$ cat src/rtl/mic_pkg.sv
// Operation
// RQ1 - Receive delay bit 12 set launches RGMII receive clock 2 ns after data
// RQ2 - Transmit delay bit 11 set delays transmit clock 2 ns; clear means aligned
// RQ3 - Bit 9 set selects RGMII; clear leaves choice to the RMII mode bit
// RQ4 - Without RGMII, bit 5 set selects RMII, clear selects MII
// RQ5 - Bit 7 reports reference clock: one 50 MHz, zero 25 MHz; strap default
// RQ6 - Revision bit 4 set (1.0): carrier-data-valid held until last data, no toggle
// RQ7 - Revision bit clear (1.2, default): carrier-data-valid toggles at packet end
// RQ8 - Bit 3 reports overflow: one normal, zero overflow seen; read clears it
// RQ9 - Bit 2 reports underflow: one normal, zero underflow seen; read clears it
// RQ10 - Bits 1:0 size the RMII receive buffer, default 01, four tolerance codes
// RQ11 - Buffer absorbs 50 MHz clock versus recovered data drift, +-100 ppm
// RQ12 - Strap fields load from sampled pins at reset; writes override until reset
// RQ13 - Software keeps reserved fields at defaults: 15:13=010, bit 6=1, bits 10,8=0
package mic_pkg;
    // Byte offsets on the bus
    localparam logic [3:0] MIC_CTRL_ADDR = 4'h0;
    localparam logic [3:0] MIC_IRQ_STAT_ADDR = 4'h4;
    localparam logic [3:0] MIC_IRQ_MASK_ADDR = 4'h8;
    // Field positions of the control register
    localparam int MIC_RXDLY_BIT = 12;
    localparam int MIC_TXDLY_BIT = 11;
    localparam int MIC_RGMII_BIT = 9;
    localparam int MIC_CLKSEL_BIT = 7;
    localparam int MIC_RMII_BIT = 5;
    localparam int MIC_REV_BIT = 4;
    localparam int MIC_OVF_BIT = 3;
    localparam int MIC_UNF_BIT = 2;
    // Reset values of the fixed fields
    localparam logic [2:0] MIC_RSVD_HI_RST = 3'h2;
    localparam logic [1:0] MIC_EBUF_RST = 2'h1;
    // Interrupt status bits
    localparam int MIC_IRQ_OVF = 0;
    localparam int MIC_IRQ_UNF = 1;
    // Timing: 2 ns delay at 100 MHz rounds up to one cycle
    localparam int MIC_CLK_PERIOD_NS = 10;
    localparam int MIC_DELAY_NS = 2;
    localparam int MIC_DELAY_CYC = (MIC_DELAY_NS + MIC_CLK_PERIOD_NS - 1) / MIC_CLK_PERIOD_NS;
    // Interface modes
    typedef enum logic [1:0] {
        MIC_MODE_MII = 2'b00,
        MIC_MODE_RMII = 2'b01,
        MIC_MODE_RGMII = 2'b10
    } mic_mode_type;
    // Elasticity codes to tolerance in bits
    function automatic logic [2:0] mic_ebuf_tol(input logic [1:0] code);
        case (code)
            2'h0: mic_ebuf_tol = 3'h5;
            2'h1: mic_ebuf_tol = 3'h2;
            2'h2: mic_ebuf_tol = 3'h3;
            default: mic_ebuf_tol = 3'h4;
        endcase
    endfunction
endpackage

$ cat src/rtl/mic_ctrl.sv
// Design decisions made here: the register offsets and register access over Wishbone.
module mic_ctrl (
    // System
    input wire logic sys_clk,
    input wire logic reset,
    // Wishbone slave
    input wire logic wb_cyc_i,
    input wire logic wb_stb_i,
    input wire logic wb_we_i,
    input wire logic [3:0] wb_adr_i,
    input wire logic [3:0] wb_sel_i,
    input wire logic [31:0] wb_dat_i,
    output logic [31:0] wb_dat_o,
    output logic wb_ack_o,
    output logic irq,
    // Strap pins
    input wire logic strap_rx_delay,
    input wire logic strap_tx_delay,
    input wire logic strap_rgmii,
    input wire logic strap_clk_sel,
    input wire logic strap_rmii,
    // Receive datapath events and carrier
    input wire logic rx_link_clk,
    input wire logic rx_fifo_overflow,
    input wire logic rx_fifo_underflow,
    input wire logic rx_carrier,
    input wire logic rx_data_pending,
    // Configuration out
    output mic_pkg::mic_mode_type mode,
    output logic rx_clk_delay_en,
    output logic tx_clk_delay_en,
    output logic clk_sel_50m,
    output logic [2:0] ebuf_tolerance,
    output logic crs_dv,
    output logic link_clk_rise
);
    import mic_pkg::*;

    logic [15:0] ctrl_reg;
    logic strap_pend_reg;
    logic ovf_seen_reg;
    logic unf_seen_reg;
    logic [1:0] irq_stat_reg;
    logic [1:0] irq_mask_reg;
    logic [2:0] ovf_sync_reg;
    logic [2:0] unf_sync_reg;
    logic [2:0] crs_sync_reg;
    logic [2:0] pend_sync_reg;
    logic [2:0] lclk_sync_reg;
    logic ovf_prev_reg;
    logic unf_prev_reg;
    logic crs_toggle_reg;
    logic wr_hit;
    logic rd_ctrl;
    logic ovf_evt;
    logic unf_evt;
    logic crs_lvl_reg;
    logic pend_lvl_reg;

    // Three-stage synchronisers; a level counts once stages two and three agree
    always_ff @(posedge sys_clk or posedge reset) begin
        if (reset) begin
            ovf_sync_reg <= 3'h0;
            unf_sync_reg <= 3'h0;
            crs_sync_reg <= 3'h0;
            pend_sync_reg <= 3'h0;
            lclk_sync_reg <= 3'h0;
        end else begin
            ovf_sync_reg <= {ovf_sync_reg[1:0], rx_fifo_overflow};
            unf_sync_reg <= {unf_sync_reg[1:0], rx_fifo_underflow};
            crs_sync_reg <= {crs_sync_reg[1:0], rx_carrier};
            pend_sync_reg <= {pend_sync_reg[1:0], rx_data_pending};
            lclk_sync_reg <= {lclk_sync_reg[1:0], rx_link_clk};
        end
    end

    // Filtered levels held while stages disagree
    always_ff @(posedge sys_clk or posedge reset) begin
        if (reset) begin
            ovf_prev_reg <= 1'b0;
            unf_prev_reg <= 1'b0;
            crs_lvl_reg <= 1'b0;
            pend_lvl_reg <= 1'b0;
        end else begin
            if (ovf_sync_reg[1] == ovf_sync_reg[2]) begin
                ovf_prev_reg <= ovf_sync_reg[2];
            end
            if (unf_sync_reg[1] == unf_sync_reg[2]) begin
                unf_prev_reg <= unf_sync_reg[2];
            end
            // Carrier and pending share one latency, so no dropout when one hands to the other
            if (crs_sync_reg[1] == crs_sync_reg[2]) begin
                crs_lvl_reg <= crs_sync_reg[2];
            end
            if (pend_sync_reg[1] == pend_sync_reg[2]) begin
                pend_lvl_reg <= pend_sync_reg[2];
            end
        end
    end

    assign ovf_evt = (ovf_sync_reg[1] == ovf_sync_reg[2]) && ovf_sync_reg[2] && !ovf_prev_reg;
    assign unf_evt = (unf_sync_reg[1] == unf_sync_reg[2]) && unf_sync_reg[2] && !unf_prev_reg;

    // Bus decode; low byte lane carries bits 7:0, next lane bits 15:8
    assign wr_hit = wb_cyc_i && wb_stb_i && wb_we_i && !wb_ack_o;
    assign rd_ctrl = wb_cyc_i && wb_stb_i && !wb_we_i && !wb_ack_o && wb_adr_i == MIC_CTRL_ADDR;

    // Ack one cycle after the strobe, dropped the cycle after
    always_ff @(posedge sys_clk or posedge reset) begin
        if (reset) begin
            wb_ack_o <= 1'b0;
        end else begin
            wb_ack_o <= wb_cyc_i && wb_stb_i && !wb_ack_o;
        end
    end

    // Control register; straps land the cycle after reset release
    always_ff @(posedge sys_clk or posedge reset) begin
        if (reset) begin
            ctrl_reg <= {MIC_RSVD_HI_RST, 5'h00, 1'b0, 1'b1, 4'h0, MIC_EBUF_RST};
            strap_pend_reg <= 1'b1;
        end else begin
            strap_pend_reg <= 1'b0;
            if (strap_pend_reg) begin
                ctrl_reg[MIC_RXDLY_BIT] <= strap_rx_delay; // RQ12
                ctrl_reg[MIC_TXDLY_BIT] <= strap_tx_delay; // RQ12
                ctrl_reg[MIC_RGMII_BIT] <= strap_rgmii; // RQ12
                ctrl_reg[MIC_CLKSEL_BIT] <= strap_clk_sel; // RQ5
                ctrl_reg[MIC_RMII_BIT] <= strap_rmii; // RQ12
            end else if (wr_hit && wb_adr_i == MIC_CTRL_ADDR) begin
                // Reserved bits are stored as written; software keeps them at defaults
                if (wb_sel_i[0]) begin
                    ctrl_reg[7:4] <= wb_dat_i[7:4];
                    ctrl_reg[1:0] <= wb_dat_i[1:0]; // RQ10
                end
                if (wb_sel_i[1]) begin
                    ctrl_reg[15:8] <= wb_dat_i[15:8]; // RQ13
                end
            end
        end
    end

    // Sticky flow errors; read clears, a new event in that cycle wins
    always_ff @(posedge sys_clk or posedge reset) begin
        if (reset) begin
            ovf_seen_reg <= 1'b0;
            unf_seen_reg <= 1'b0;
        end else begin
            ovf_seen_reg <= ovf_evt | (ovf_seen_reg & !rd_ctrl); // RQ8
            unf_seen_reg <= unf_evt | (unf_seen_reg & !rd_ctrl); // RQ9
        end
    end

    // Interrupt status (write one clears, set wins) and mask
    always_ff @(posedge sys_clk or posedge reset) begin
        if (reset) begin
            irq_stat_reg <= 2'h0;
            irq_mask_reg <= 2'h0;
        end else begin
            irq_stat_reg[MIC_IRQ_OVF] <= ovf_evt | (irq_stat_reg[MIC_IRQ_OVF]
                & !(wr_hit && wb_adr_i == MIC_IRQ_STAT_ADDR && wb_sel_i[0]
                && wb_dat_i[MIC_IRQ_OVF]));
            irq_stat_reg[MIC_IRQ_UNF] <= unf_evt | (irq_stat_reg[MIC_IRQ_UNF]
                & !(wr_hit && wb_adr_i == MIC_IRQ_STAT_ADDR && wb_sel_i[0]
                && wb_dat_i[MIC_IRQ_UNF]));
            if (wr_hit && wb_adr_i == MIC_IRQ_MASK_ADDR && wb_sel_i[0]) begin
                irq_mask_reg <= wb_dat_i[1:0];
            end
        end
    end

    // Read data; error bits read one for normal, zero once seen
    always_ff @(posedge sys_clk or posedge reset) begin
        if (reset) begin
            wb_dat_o <= 32'h0000_0000;
        end else if (wb_cyc_i && wb_stb_i && !wb_we_i && !wb_ack_o) begin
            if (wb_adr_i == MIC_CTRL_ADDR) begin
                wb_dat_o <= {16'h0000, ctrl_reg[15:4], !ovf_seen_reg, !unf_seen_reg,
                    ctrl_reg[1:0]}; // RQ8 RQ9
            end else if (wb_adr_i == MIC_IRQ_STAT_ADDR) begin
                wb_dat_o <= {30'h0000_0000, irq_stat_reg};
            end else if (wb_adr_i == MIC_IRQ_MASK_ADDR) begin
                wb_dat_o <= {30'h0000_0000, irq_mask_reg};
            end else begin
                wb_dat_o <= 32'h0000_0000;
            end
        end
    end

    // Configuration outputs, registered so the MAC pins see glitch-free levels
    always_ff @(posedge sys_clk or posedge reset) begin
        if (reset) begin
            mode <= MIC_MODE_MII;
            rx_clk_delay_en <= 1'b0;
            tx_clk_delay_en <= 1'b0;
            clk_sel_50m <= 1'b0;
            ebuf_tolerance <= 3'h2;
            irq <= 1'b0;
        end else begin
            if (ctrl_reg[MIC_RGMII_BIT]) begin
                mode <= MIC_MODE_RGMII; // RQ3
            end else if (ctrl_reg[MIC_RMII_BIT]) begin
                mode <= MIC_MODE_RMII; // RQ4
            end else begin
                mode <= MIC_MODE_MII; // RQ4
            end
            // Pad delay line shifts the clock by MIC_DELAY_NS; aligned when clear
            rx_clk_delay_en <= ctrl_reg[MIC_RXDLY_BIT]; // RQ1
            tx_clk_delay_en <= ctrl_reg[MIC_TXDLY_BIT]; // RQ2
            clk_sel_50m <= ctrl_reg[MIC_CLKSEL_BIT]; // RQ5
            // Smallest code (01) already covers standard frames at 100 ppm
            ebuf_tolerance <= mic_ebuf_tol(ctrl_reg[1:0]); // RQ10 RQ11
            irq <= |(irq_stat_reg & ~irq_mask_reg); // A set mask bit hides its event
        end
    end

    // Carrier-data-valid: rev 1.0 holds through drain, rev 1.2 toggles per falling link edge
    always_ff @(posedge sys_clk or posedge reset) begin
        if (reset) begin
            crs_dv <= 1'b0;
            crs_toggle_reg <= 1'b0;
            link_clk_rise <= 1'b0;
        end else begin
            link_clk_rise <= lclk_sync_reg[1] & !lclk_sync_reg[2]; // One pulse per rise
            if (lclk_sync_reg[2] && !lclk_sync_reg[1]) begin
                crs_toggle_reg <= !crs_toggle_reg;
            end
            if (crs_lvl_reg) begin
                crs_dv <= 1'b1;
            end else if (!pend_lvl_reg) begin
                crs_dv <= 1'b0;
            end else if (ctrl_reg[MIC_REV_BIT]) begin
                crs_dv <= 1'b1; // RQ6
            end else begin
                crs_dv <= crs_toggle_reg; // RQ7
            end
        end
    end
endmodule // mic_ctrl

$ cat config.mk
export PLATFORM = sky130hd
export DESIGN_NAME = mic_ctrl
export DESIGN_NICKNAME = d
export VERILOG_FILES = /design/src/rtl/mic_pkg.sv /design/src/rtl/mic_ctrl.sv
export SDC_FILE = /design/constraint.sdc
export NUM_CORES = 1
export LEC_CHECK = 0
export ABC_AREA = 1
export BUFFER_PORTS_ARGS = -buffer_cell sky130_fd_sc_hd__clkbuf_2
export CAP_MARGIN = 5
export CORE_MARGIN = 4
export CORE_UTILIZATION = 40
export CTS_BUF_LIST = sky130_fd_sc_hd__clkbuf_8
export DETAILED_ROUTE_END_ITERATION = 8
export GPL_TIMING_DRIVEN = 0
export PLACE_DENSITY_LB_ADDON = 0.15
export SETUP_SLACK_MARGIN = 0.4
export SYNTH_ARGS = -nofsm -noshare
export SYNTH_HDL_FRONTEND = slang
export SYNTH_SLANG_ARGS = --single-unit
$ cat constraint.sdc
create_clock -name sys_clk -period 2.4 [get_ports sys_clk]
set_input_delay 0.24 -clock sys_clk [delete_from_list [all_inputs] [get_ports sys_clk]]
set_output_delay 0.24 -clock sys_clk [all_outputs]
set_load 0.02 [all_outputs]
# --- Word-level counts from Yosys, hierarchy flattened ---
# Cells that the tools add are included.
# W data, S select, Z words.
word_totals:
  regBits: 85
  latchBits: 0
  ramBits: 0
  rom_bits: 0
  in_bits: 55
  out_inout_bits: 44
  wordCells: 107
  mem_count: 0
classes:
  add_sub_neg: 0
  mul: 0
  n_div: 0
  order_cmp: 0
  eq_ne: 8
  shift: 0
  muxes: 16
  bitwise_logic: 12
  n_reduce_logical: 41
ops:
  columns: ["op", "count"]
  rows:
  - ["$logic_and A1 B1 Y1", 19]
  - ["$mux W16", 1]
  - ["$logic_not A1 Y1", 12]
  - ["$mux W9", 1]
  - ["$pmux W3 S3", 1]
  - ["$mux W2", 4]
  - ["$mux W1", 7]
  - ["$reduce_and A3 Y1", 2]
  - ["$reduce_bool A2 Y1", 3]
  - ["$and A1 B1 Y1", 5]
  - ["$mux W5", 1]
  - ["$eq A1 B1 Y1", 4]
  - ["$eq A4 B3 Y1 const B", 1]
  - ["$eq A4 B4 Y1 const B", 1]
  - ["$logic_not A4 Y1", 1]
  - ["$mux W4", 1]
  - ["$or A1 B1 Y1", 4]
  - ["$reduce_and A2 Y1", 2]
  - ["$and A2 B2 Y2", 1]
  - ["$eq A2 B1 Y1 const B", 1]
  - ["$eq A2 B2 Y1 const B", 1]
  - ["$logic_not A2 Y1", 1]
  - ["$not A2 Y2", 1]
  - ["$reduce_or A2 Y1", 1]
  - ["$not A1 Y1", 1]

# --- Depth between registers and ports, before layout ---
# Gate-level depths: netlist of run 1.
depth:
  ltp_word: 9
  depth_mapped: 8

# --- Least setup slack after synthesis of run 1 ---
# Ideal clock, no wire load.
synth_path:
  kind: "register to register"
  start: "register wb_ack_o"
  end: "register wb_dat_o[0]"
  setup_time_ps: 117
  t_arrival_ps: 1129
  path_slack_ps: 1154
  stages_incl_launch_ff: 6
  cell_sequence: "dfrtp_1 nor3_4 inv_1 buf_6 nand2_1 nand2_1"
synth_via:
  elab_chain_len: 2
synth_rtl:
  columns: ["element", "line", "rtl"]
  rows:
  - ["from (decl)", "mic_ctrl.sv:14", "output logic wb_ack_o,"]
  - ["from (signal assigned)", "mic_ctrl.sv:113", "wb_ack_o <= wb_cyc_i && wb_stb_i && !wb_ack_o;"]
  - ["$logic_not A1 Y1", "mic_ctrl.sv:176", "end else if (wb_cyc_i && wb_stb_i && !wb_we_i && !wb_ack_o) begin"]
  - ["$logic_and A1 B1 Y1", "mic_ctrl.sv:176", null]
  - ["to (signal assigned)", "mic_ctrl.sv:178", "wb_dat_o <= {16'h0000, ctrl_reg[15:4], !ovf_seen_reg, !unf_seen_reg,"]
  - ["to (signal assigned)", "mic_ctrl.sv:181", "wb_dat_o <= {30'h0000_0000, irq_stat_reg};"]
  - ["to (signal assigned)", "mic_ctrl.sv:183", "wb_dat_o <= {30'h0000_0000, irq_mask_reg};"]
  - ["to (decl)", "mic_ctrl.sv:13", "output logic [31:0] wb_dat_o,"]
# Every way passes these cells.
# A chain may end at the register's enable or synchronous reset.

# --- Worst setup path in the final report of run 1 ---
layout_path:
  start: "register strap_pend_reg"
  end: "register ctrl_reg[10]"
layout_via:
  elab_chain_len: 2
layout_rtl:
  columns: ["element", "line", "rtl"]
  rows:
  - ["from (decl)", "mic_ctrl.sv:40", "logic strap_pend_reg;"]
  - ["from (signal assigned)", "mic_ctrl.sv:121", "strap_pend_reg <= 1'b1;"]
  - ["from (signal assigned)", "mic_ctrl.sv:123", "strap_pend_reg <= 1'b0;"]
  - ["$not A1 Y1 (no line)", null, null]
  - ["$reduce_and A3 Y1 (no line)", null, null]
  - ["to (signal assigned)", "mic_ctrl.sv:120", "ctrl_reg <= {MIC_RSVD_HI_RST, 5'h00, 1'b0, 1'b1, 4'h0, MIC_EBUF_RST};"]
  - ["to (signal, indexed assignment)", "mic_ctrl.sv:125", "ctrl_reg[MIC_RXDLY_BIT] <= strap_rx_delay;"]
  - ["to (signal, indexed assignment)", "mic_ctrl.sv:126", "ctrl_reg[MIC_TXDLY_BIT] <= strap_tx_delay;"]
  - ["to (decl)", "mic_ctrl.sv:39", "logic [15:0] ctrl_reg;"]
# Every way passes these cells.

==> results of run 1 <==
==> cells in the mapped netlist (2+ instances only) <==
cell / instances / area, sq um
nand2_1: 91 / 341.6
dfrtp_1: 64 / 1602
nand3_1: 32 / 160.2
inv_1: 19 / 71.32
buf_4: 16 / 120.1
nor2_1: 9 / 33.78
dfstp_2: 5 / 131.4
ha_1: 5 / 62.56
o21ai_0: 4 / 20.02
nor2_2: 3 / 18.77
a21oi_1: 2 / 10.01
buf_6: 2 / 22.52
maj3_1: 2 / 20.02
nand2_2: 2 / 12.51
nand3_2: 2 / 20.02
nand4_1: 2 / 12.51
nor2_4: 2 / 22.52
==> layout by cell type (no fill, tap or decap), drive strengths merged <==
master       count
nand2           94
clkinvlp         2
o22ai            1
o21ai            4
ha               5
nand4            2
clkinv           2
xnor2            1
dfrtp           64
nand3           34
maj3             2
nor2            15
conb            17
clkbuf          73
dlygate4sd3      5
dfstp            5
inv             21
nor3             2
buf             20
a21oi            2
==> per-layer routing <==
metal / up-vias / wire length (um)
met4: 0 / 57
met2: 51 / 2591
met1: 895 / 2304
li1: 1011 / -
met3: 7 / 385
met5: - / 0
==> worst max-delay path: cells and delay by family, from the launching register on <==
family | cells | cell delay, ps
DFF | 1 | 360
buffers and inverters | 1 | 160
and+or+nand+nor | 4 | 720
==> area by class of cell <==
cell class                 count  area share
multi-input combinational    179      0.2485
clock buffer                  11     0.04345
clock inverter                 5    0.009695
buffer                        20     0.04668
timing repair buffer          67      0.1034
tap                           80     0.02873
inverter                      20     0.02226
sequential                    69      0.4973
==> cells by family (layout without fill, tap and decap cells) <==
logic type	Yosys count	count (layout)	synth area share
simple gates	147	147	0.2429
flops	69	69	0.6242
buf+inv	40	123	0.08562
fa+ha+maj	7	7	0.02974
compound gates	7	7	0.01307
other cells	1	17	0.001351
xor+xnor	1	1	0.003155
==> where the power goes <==
part	internal, uW	total [uW]	switching (uW)
Combinational	96.7	252	155
Sequential	1240	1270	36.4
Clock	431	859	429
==> repair_timing <==
action,4_1_cts,5_1_grt
resized for setup,0,0
setup buffers,0,0
hold endpoints to repair,5,0
hold buffers,5,0
endpoints found under the setup margin,0,0
==> stage by stage <==
stage	hold WS [ps]	total power, uW	worst slack [ps]
after CTS	70.66	2427	1017
after global placement	333.5	1542	-394.1
after global routing	92.79	2513	881.3
after floorplan	271.4	1458	428.4
final	50.73	2385	1047
after detailed placement	334.7	1546	1021
==> path summary, 6_finish.rpt <==
kind | cells after the start | endpoint | slack [ps]
worst min-delay path | 2 | lclk_sync_reg[0] | 50
worst max-delay path | 5 | ctrl_reg[10] | 1050
worst min register to register | 0 | lclk_sync_reg[1] | 350
max in group asynchronous | 2 | unf_sync_reg[0] | 1820
min in group sys_clk | 3 | ctrl_reg[6] | 90
worst max register to register | 5 | ctrl_reg[10] | 1050
==> impl_results.md, run 1 <==
- Setup violators final: 0
- Fin crit share: 0.5639
- Met2 usage: 0.2299
- RSZ-0062 raised after global routing: false
- Power per cell area: just under 700 nW/um^2
- Clock-pin slew on the worst setup and hold paths: about 80 ps
- Met3 Use GR: 0.06462
- Crit Reg-Reg Startpoint: strap_pend_reg
- Antenna violations before repair: 0
- Die H: around 91 um
- Main synth FF type: dfrtp_1
- Min Tclk post-route: between 1000 and 1500 ps
- Crit start category: register
- EDFF count, synth: 0
- Max Cap Violations: 0
- CP Capture Type: register
- Mean post-synth cell area: a little over 10 sq um
- Final Cell Area: approximately 3500 sq um
- ANT nets after route: 0
- Worst Path Max Fanout: 9
- Layout cells sized above 1: 0.3154
- Cells after Synth: 272
- VDD IR max: approximately 410 uV
- Register area: approximately 1700 sq um
- Remaining Overflow, GRT: 0
- Outcome: finished, final reports clean
- Core Footprint: just under 7000 sq um
- Area of the multi-input gates: around 870 sq um
- Num CTS Buffers: 9
- DIE AREA: 8338 sq um
- Buffers on Ports: 62
- Clock root buffer: clkbuf_8
- Top Usage Layer GRT: met2
- M1 GR Usage: 0.1800
- Routed len/inst: approximately 12 um
- Final Slew Violations: 0
- Final GP Congestion: 0.7834
- Synthesized cell area: 2776 sq um
- N_diodes: 0
- Total Neg Setup Slack: 0 ps
- Async SR Flop Fraction: 1.000
- Syn. warnings: 0
- Post-synthesis register bit count: 69
- Fill cells: 652
- CP Cell Sequence: buf_2 > nor2_2 > nand2_1 > nand2_1 > nand2_1
- Max frequency: 738.9 MHz
- Vias in the first global route: between 1500 and 2000
- Max incr delay on CP: approximately 360 ps
- Die width: 91.31 um
- Worst EP arrival: roughly 1600 ps
- Largest net degree at the start of global routing: 70
- Routed vias/inst: ~4.4
- Final wirelength: between 5000 and 6000 um
- Max reg flops: 16
- Crit path from: strap_pend_reg
- Critical Path RT: between 2000 and 3000 ps
- Row Count: 30
- Crit-path slowest cell: dfstp_2
- CTS Buffer Depth: 2
- Pre-antenna DRT Iters: 4
- Top cell by count, worst path: nand2_1
- Nets@finish: 426
- H-tree levels: 3
- Sequential area share after synthesis: 0.6242
- Final hold vios: 0
- First-pass GRT wire length: 9397 um
- LEAKAGE: around 0.0019 uW
- Clk sinks: between 60 and 70
- CTS tree: done
- Clk_lat worst skew: between 300 and 400 ps
- DP Area: 3249 sq um
- Non-filler cells, final: approximately 450
- Initial Util: 0.4109
- DRC: 0
- Worst-Margin Slew: between 800 and 900 ps
- Max_slew headroom: 0.4548
- Iteration-0 DRC Markers: 93
- Synth unique cells: 27
- I/O pin cnt: 99
- Worst setup skew after layout: ~11 ps
- Via count: 1964
- Final core utilization: 0.5157
- Placed cell count: between 400 and 500
- Min-delay worst type: in2async
- Syn-to-layout area delta: 25.51%
- GRT Util Overall: 0.1457
- WS Path Type: reg2reg
- Detailed placement HPWL: 4000 um
Note: power is estimated with default switching activity, not from simulation.
==> inputs of run 2 (changes only) <==
==> constraint.sdc (replaced) <==
create_clock -name sys_clk -period 1.1 [get_ports sys_clk]
set_input_delay 0.11 -clock sys_clk [delete_from_list [all_inputs] [get_ports sys_clk]]
set_output_delay 0.11 -clock sys_clk [all_outputs]
set_load 0.02 [all_outputs]
==> impl_results.md, run 2 (synthesis results as in run 1) <==
- Outcome: finished, violations left
- Failing checks: hold timing, setup timing
- Syn-to-layout area delta: 61.47%
- CTS Buffer Depth: 2 (unchanged)
- Iteration-0 DRC Markers: 71 (-24%)
- Final hold vios: 31 (+31)
- Fill cells: 529 (-19%)
- Fin crit share: 1.121 (+0.5569)
- Clock-pin slew on the worst setup and hold paths: 80 ps (about the same)
- Max frequency: 811.1 MHz (+9.8%)
- Nets@finish: 474 (+11%)
- Max_slew headroom: 0.5148 (+0.06001)
- Final wirelength: 6548 um (+23%)
- Commonest non-fill, non-tap cell in the layout: nand2_1
- H-tree levels: 3 (unchanged)
- Num CTS Buffers: 9 (unchanged)
- Detailed placement HPWL: 4249 um (+6.2%)
- Max Cap Violations: 0 (unchanged)
- Final worst setup slack: -132.9 ps (-1180 ps)
- Placed cell count: 431 (+0.23%)
- N_diodes: 0 (unchanged)
- Worst-case reg-to-reg path depth: 6 (+1)
- Power per cell area: 1334 nW/um^2 (+95%)
- Non-filler cells, final: 499 (+11%)
- Antenna violations before repair: 0 (unchanged)
- DRC: 0 (unchanged)
- Final Cell Area: 4483 sq um (+29%)
- Total Neg Setup Slack: -2692 ps (-2692 ps)
- Via count: 2266 (+15%)
- Routed vias/inst: 4.541 (+4.3%)
- Largest net degree at the start of global routing: 38 (-46%)
- Layout cells sized above 1: 0.5060 (+0.1906)
- Initial Util: 0.4109 (unchanged)
- # hold bufs at CTS: 17 (+12)
- Register area: 1734 sq um (about the same)
- Switching power: 1477 uW (+140%)
- CTS tree: done
- Critical Path RT: 1330 ps (-1310 ps)
- Pint: 4506 uW (+160%)
- Setup crit end: ctrl_reg[12]
- Final Slew Violations: 0 (unchanged)
- Die width: 91.31 um (unchanged)
- Leading cell types in the layout, fill and taps excluded: nand2_1, dfrtp_1, buf_4
- ANT nets after route: 0 (unchanged)
- Pre-antenna DRT Iters: 4 (unchanged)
- Remaining Overflow, GRT: 0 (unchanged)
- First-pass GRT wire length: 10430 um (+11%)
- Core Footprint: 6756 sq um (unchanged)
- DP Area: 3342 sq um (+2.8%)
- Vias in the first global route: 2242 (+15%)
- R2r setup slk: -130 ps (-1180 ps)
- Final GP Congestion: 0.7681 (-2.0%)
- Comb power frac: 0.135 (+0.029)
- LEAKAGE: 0.002321 uW (+21%)
- Min-delay worst type: in2async
- VDD IR max: 833.8 uV (+100%)
- RSZ-0062 raised after global routing: true
- Buffers on Ports: 62 (unchanged)
- Sw Ratio: 0.2468 (-0.01329)
- Crit Reg-Reg Startpoint: wb_ack_o
- Crit path from: wb_ack_o
- Final core utilization: 0.6635 (+0.1478)
- Clock network fraction of total power: 0.396 (+0.036)
- Worst hold margin: -132.4 ps (-183.1 ps)
- R2R Path End: ctrl_reg[12]
- WS Path Type: reg2reg
- Clk sinks: 69 (unchanged)
- Worst EP arrival: 1470 ps (-130 ps)
- Crit start category: register
- Worst-Margin Slew: 726.3 ps (-91.55 ps)
- Setup violators final: 35 (+35)
- Min Tclk post-route: 1233 ps (-120.4 ps)
- Row Count: 30 (unchanged)
- Sequential power share: 0.469 (-0.065)
- Clock root buffer: clkbuf_8
- Die H: 91.31 um (unchanged)
- Max reg flops: 16 (unchanged)
- Routed len/inst: 13.12 um (+11%)
- Clk_lat worst skew: 340 ps (about the same)
- Worst setup skew after layout: 8.361 ps (-3.050 ps)
- DIE AREA: 8338 sq um (unchanged)
- I/O pin cnt: 99 (unchanged)
- GRT Util Overall: 0.1613 (+0.01557)
- Area of the multi-input gates: 1111 sq um (+28%)
- CP Capture Type: register
- Worst Path Max Fanout: 3 (-6)
## run 2: cell count changes in the layout (fill, tap and decap cells not counted), moves of 4 or more
cell / previous run / this run
buf_4: 16 / 41
buf_6: 2 / 15
clkbuf_2: 62 / 34
clkbuf_8: 11 / 35
dlygate4sd3_1: 5 / 17
inv_1: 18 / 12
inv_2: 1 / 6
nand2_1: 91 / 69
nand2_2: 2 / 23
nand3_1: 32 / 14
nand3_2: 2 / 18
nor2_1: 9 / 5
nor2_4: 2 / 7
o21ai_0: 4 / 0
## run 2: layout make-up
type                            count  area share
Clock buffer                       11     0.03377
Sequential cell                    69      0.3868
Inverter                           20     0.01814
Timing Repair Buffer              115      0.2358
Clock inverter                      5     0.01842
Buffer                             20     0.03684
Multi-Input combinational cell    179      0.2478
Tap cell                           80     0.02233
## run 2: worst min-delay path by stage
stage	startpoint	end	slack, ps	cells past startpoint
final	reset	wb_dat_o[11]	-130	2
after global routing	reset	ctrl_reg[8]	-100	2
after CTS	reset	wb_dat_o[11]	-120	2
after detailed placement	rx_link_clk	lclk_sync_reg[0]	220	1
after global placement	rx_link_clk	lclk_sync_reg[0]	220	1
after floorplan	rx_carrier	crs_sync_reg[0]	140	0
## run 2: stage by stage
| stage | power [uW] | worst slack (ps) |
|---|---|---|
| 3_3_place_gp | 3389 | -357.2 |
| 5_1_grt | 6253 | -213.3 |
| 2_1_floorplan | 3200 | -59.82 |
| 6_report | 5982 | -132.9 |
| 4_1_cts | 5935 | -120.9 |
| 3_5_place_dp | 3408 | -191.0 |
## run 2: power by group through the flow
stage / Combinational (uW) / Sequential (uW) / Clock (uW)
6_report: 810 / 2800 / 2370
5_1_grt: 885 / 2820 / 2550
4_1_cts: 737 / 2790 / 2410
3_5_place_dp: 577 / 2830 / 0
2_1_floorplan: 321 / 2880 / 0
3_3_place_gp: 559 / 2830 / 0
## run 2: timing repair
| item | in CTS | in global routing |
|---|---|---|
| setup buffers | 16 | 17 |
| endpoints found under the hold margin | 48 | 31 |
| setup endpoints to repair | 73 | 75 |
| cloned | 1 | 1 |
| gates resized for setup | 77 | 48 |
| pin swaps | 9 | 16 |
## run 2: worst max-delay path, stage by stage, from the launching register on
cell	delay [ps]
dfrtp_2	450
buf_4	150
buf_6	110
nor2_4	130
nand3_4	110
nand3_1	100
nand3_2	80
## run 2: routing by layer
| metal | GRT usage | share of wire |
|---|---|---|
| met3 | 0.04557 | 0.043 |
| met5 | 0 | 0 |
| met4 | 0.05653 | 0.014 |
| met1 | 0.1891 | 0.40 |
| met2 | 0.2820 | 0.54 |
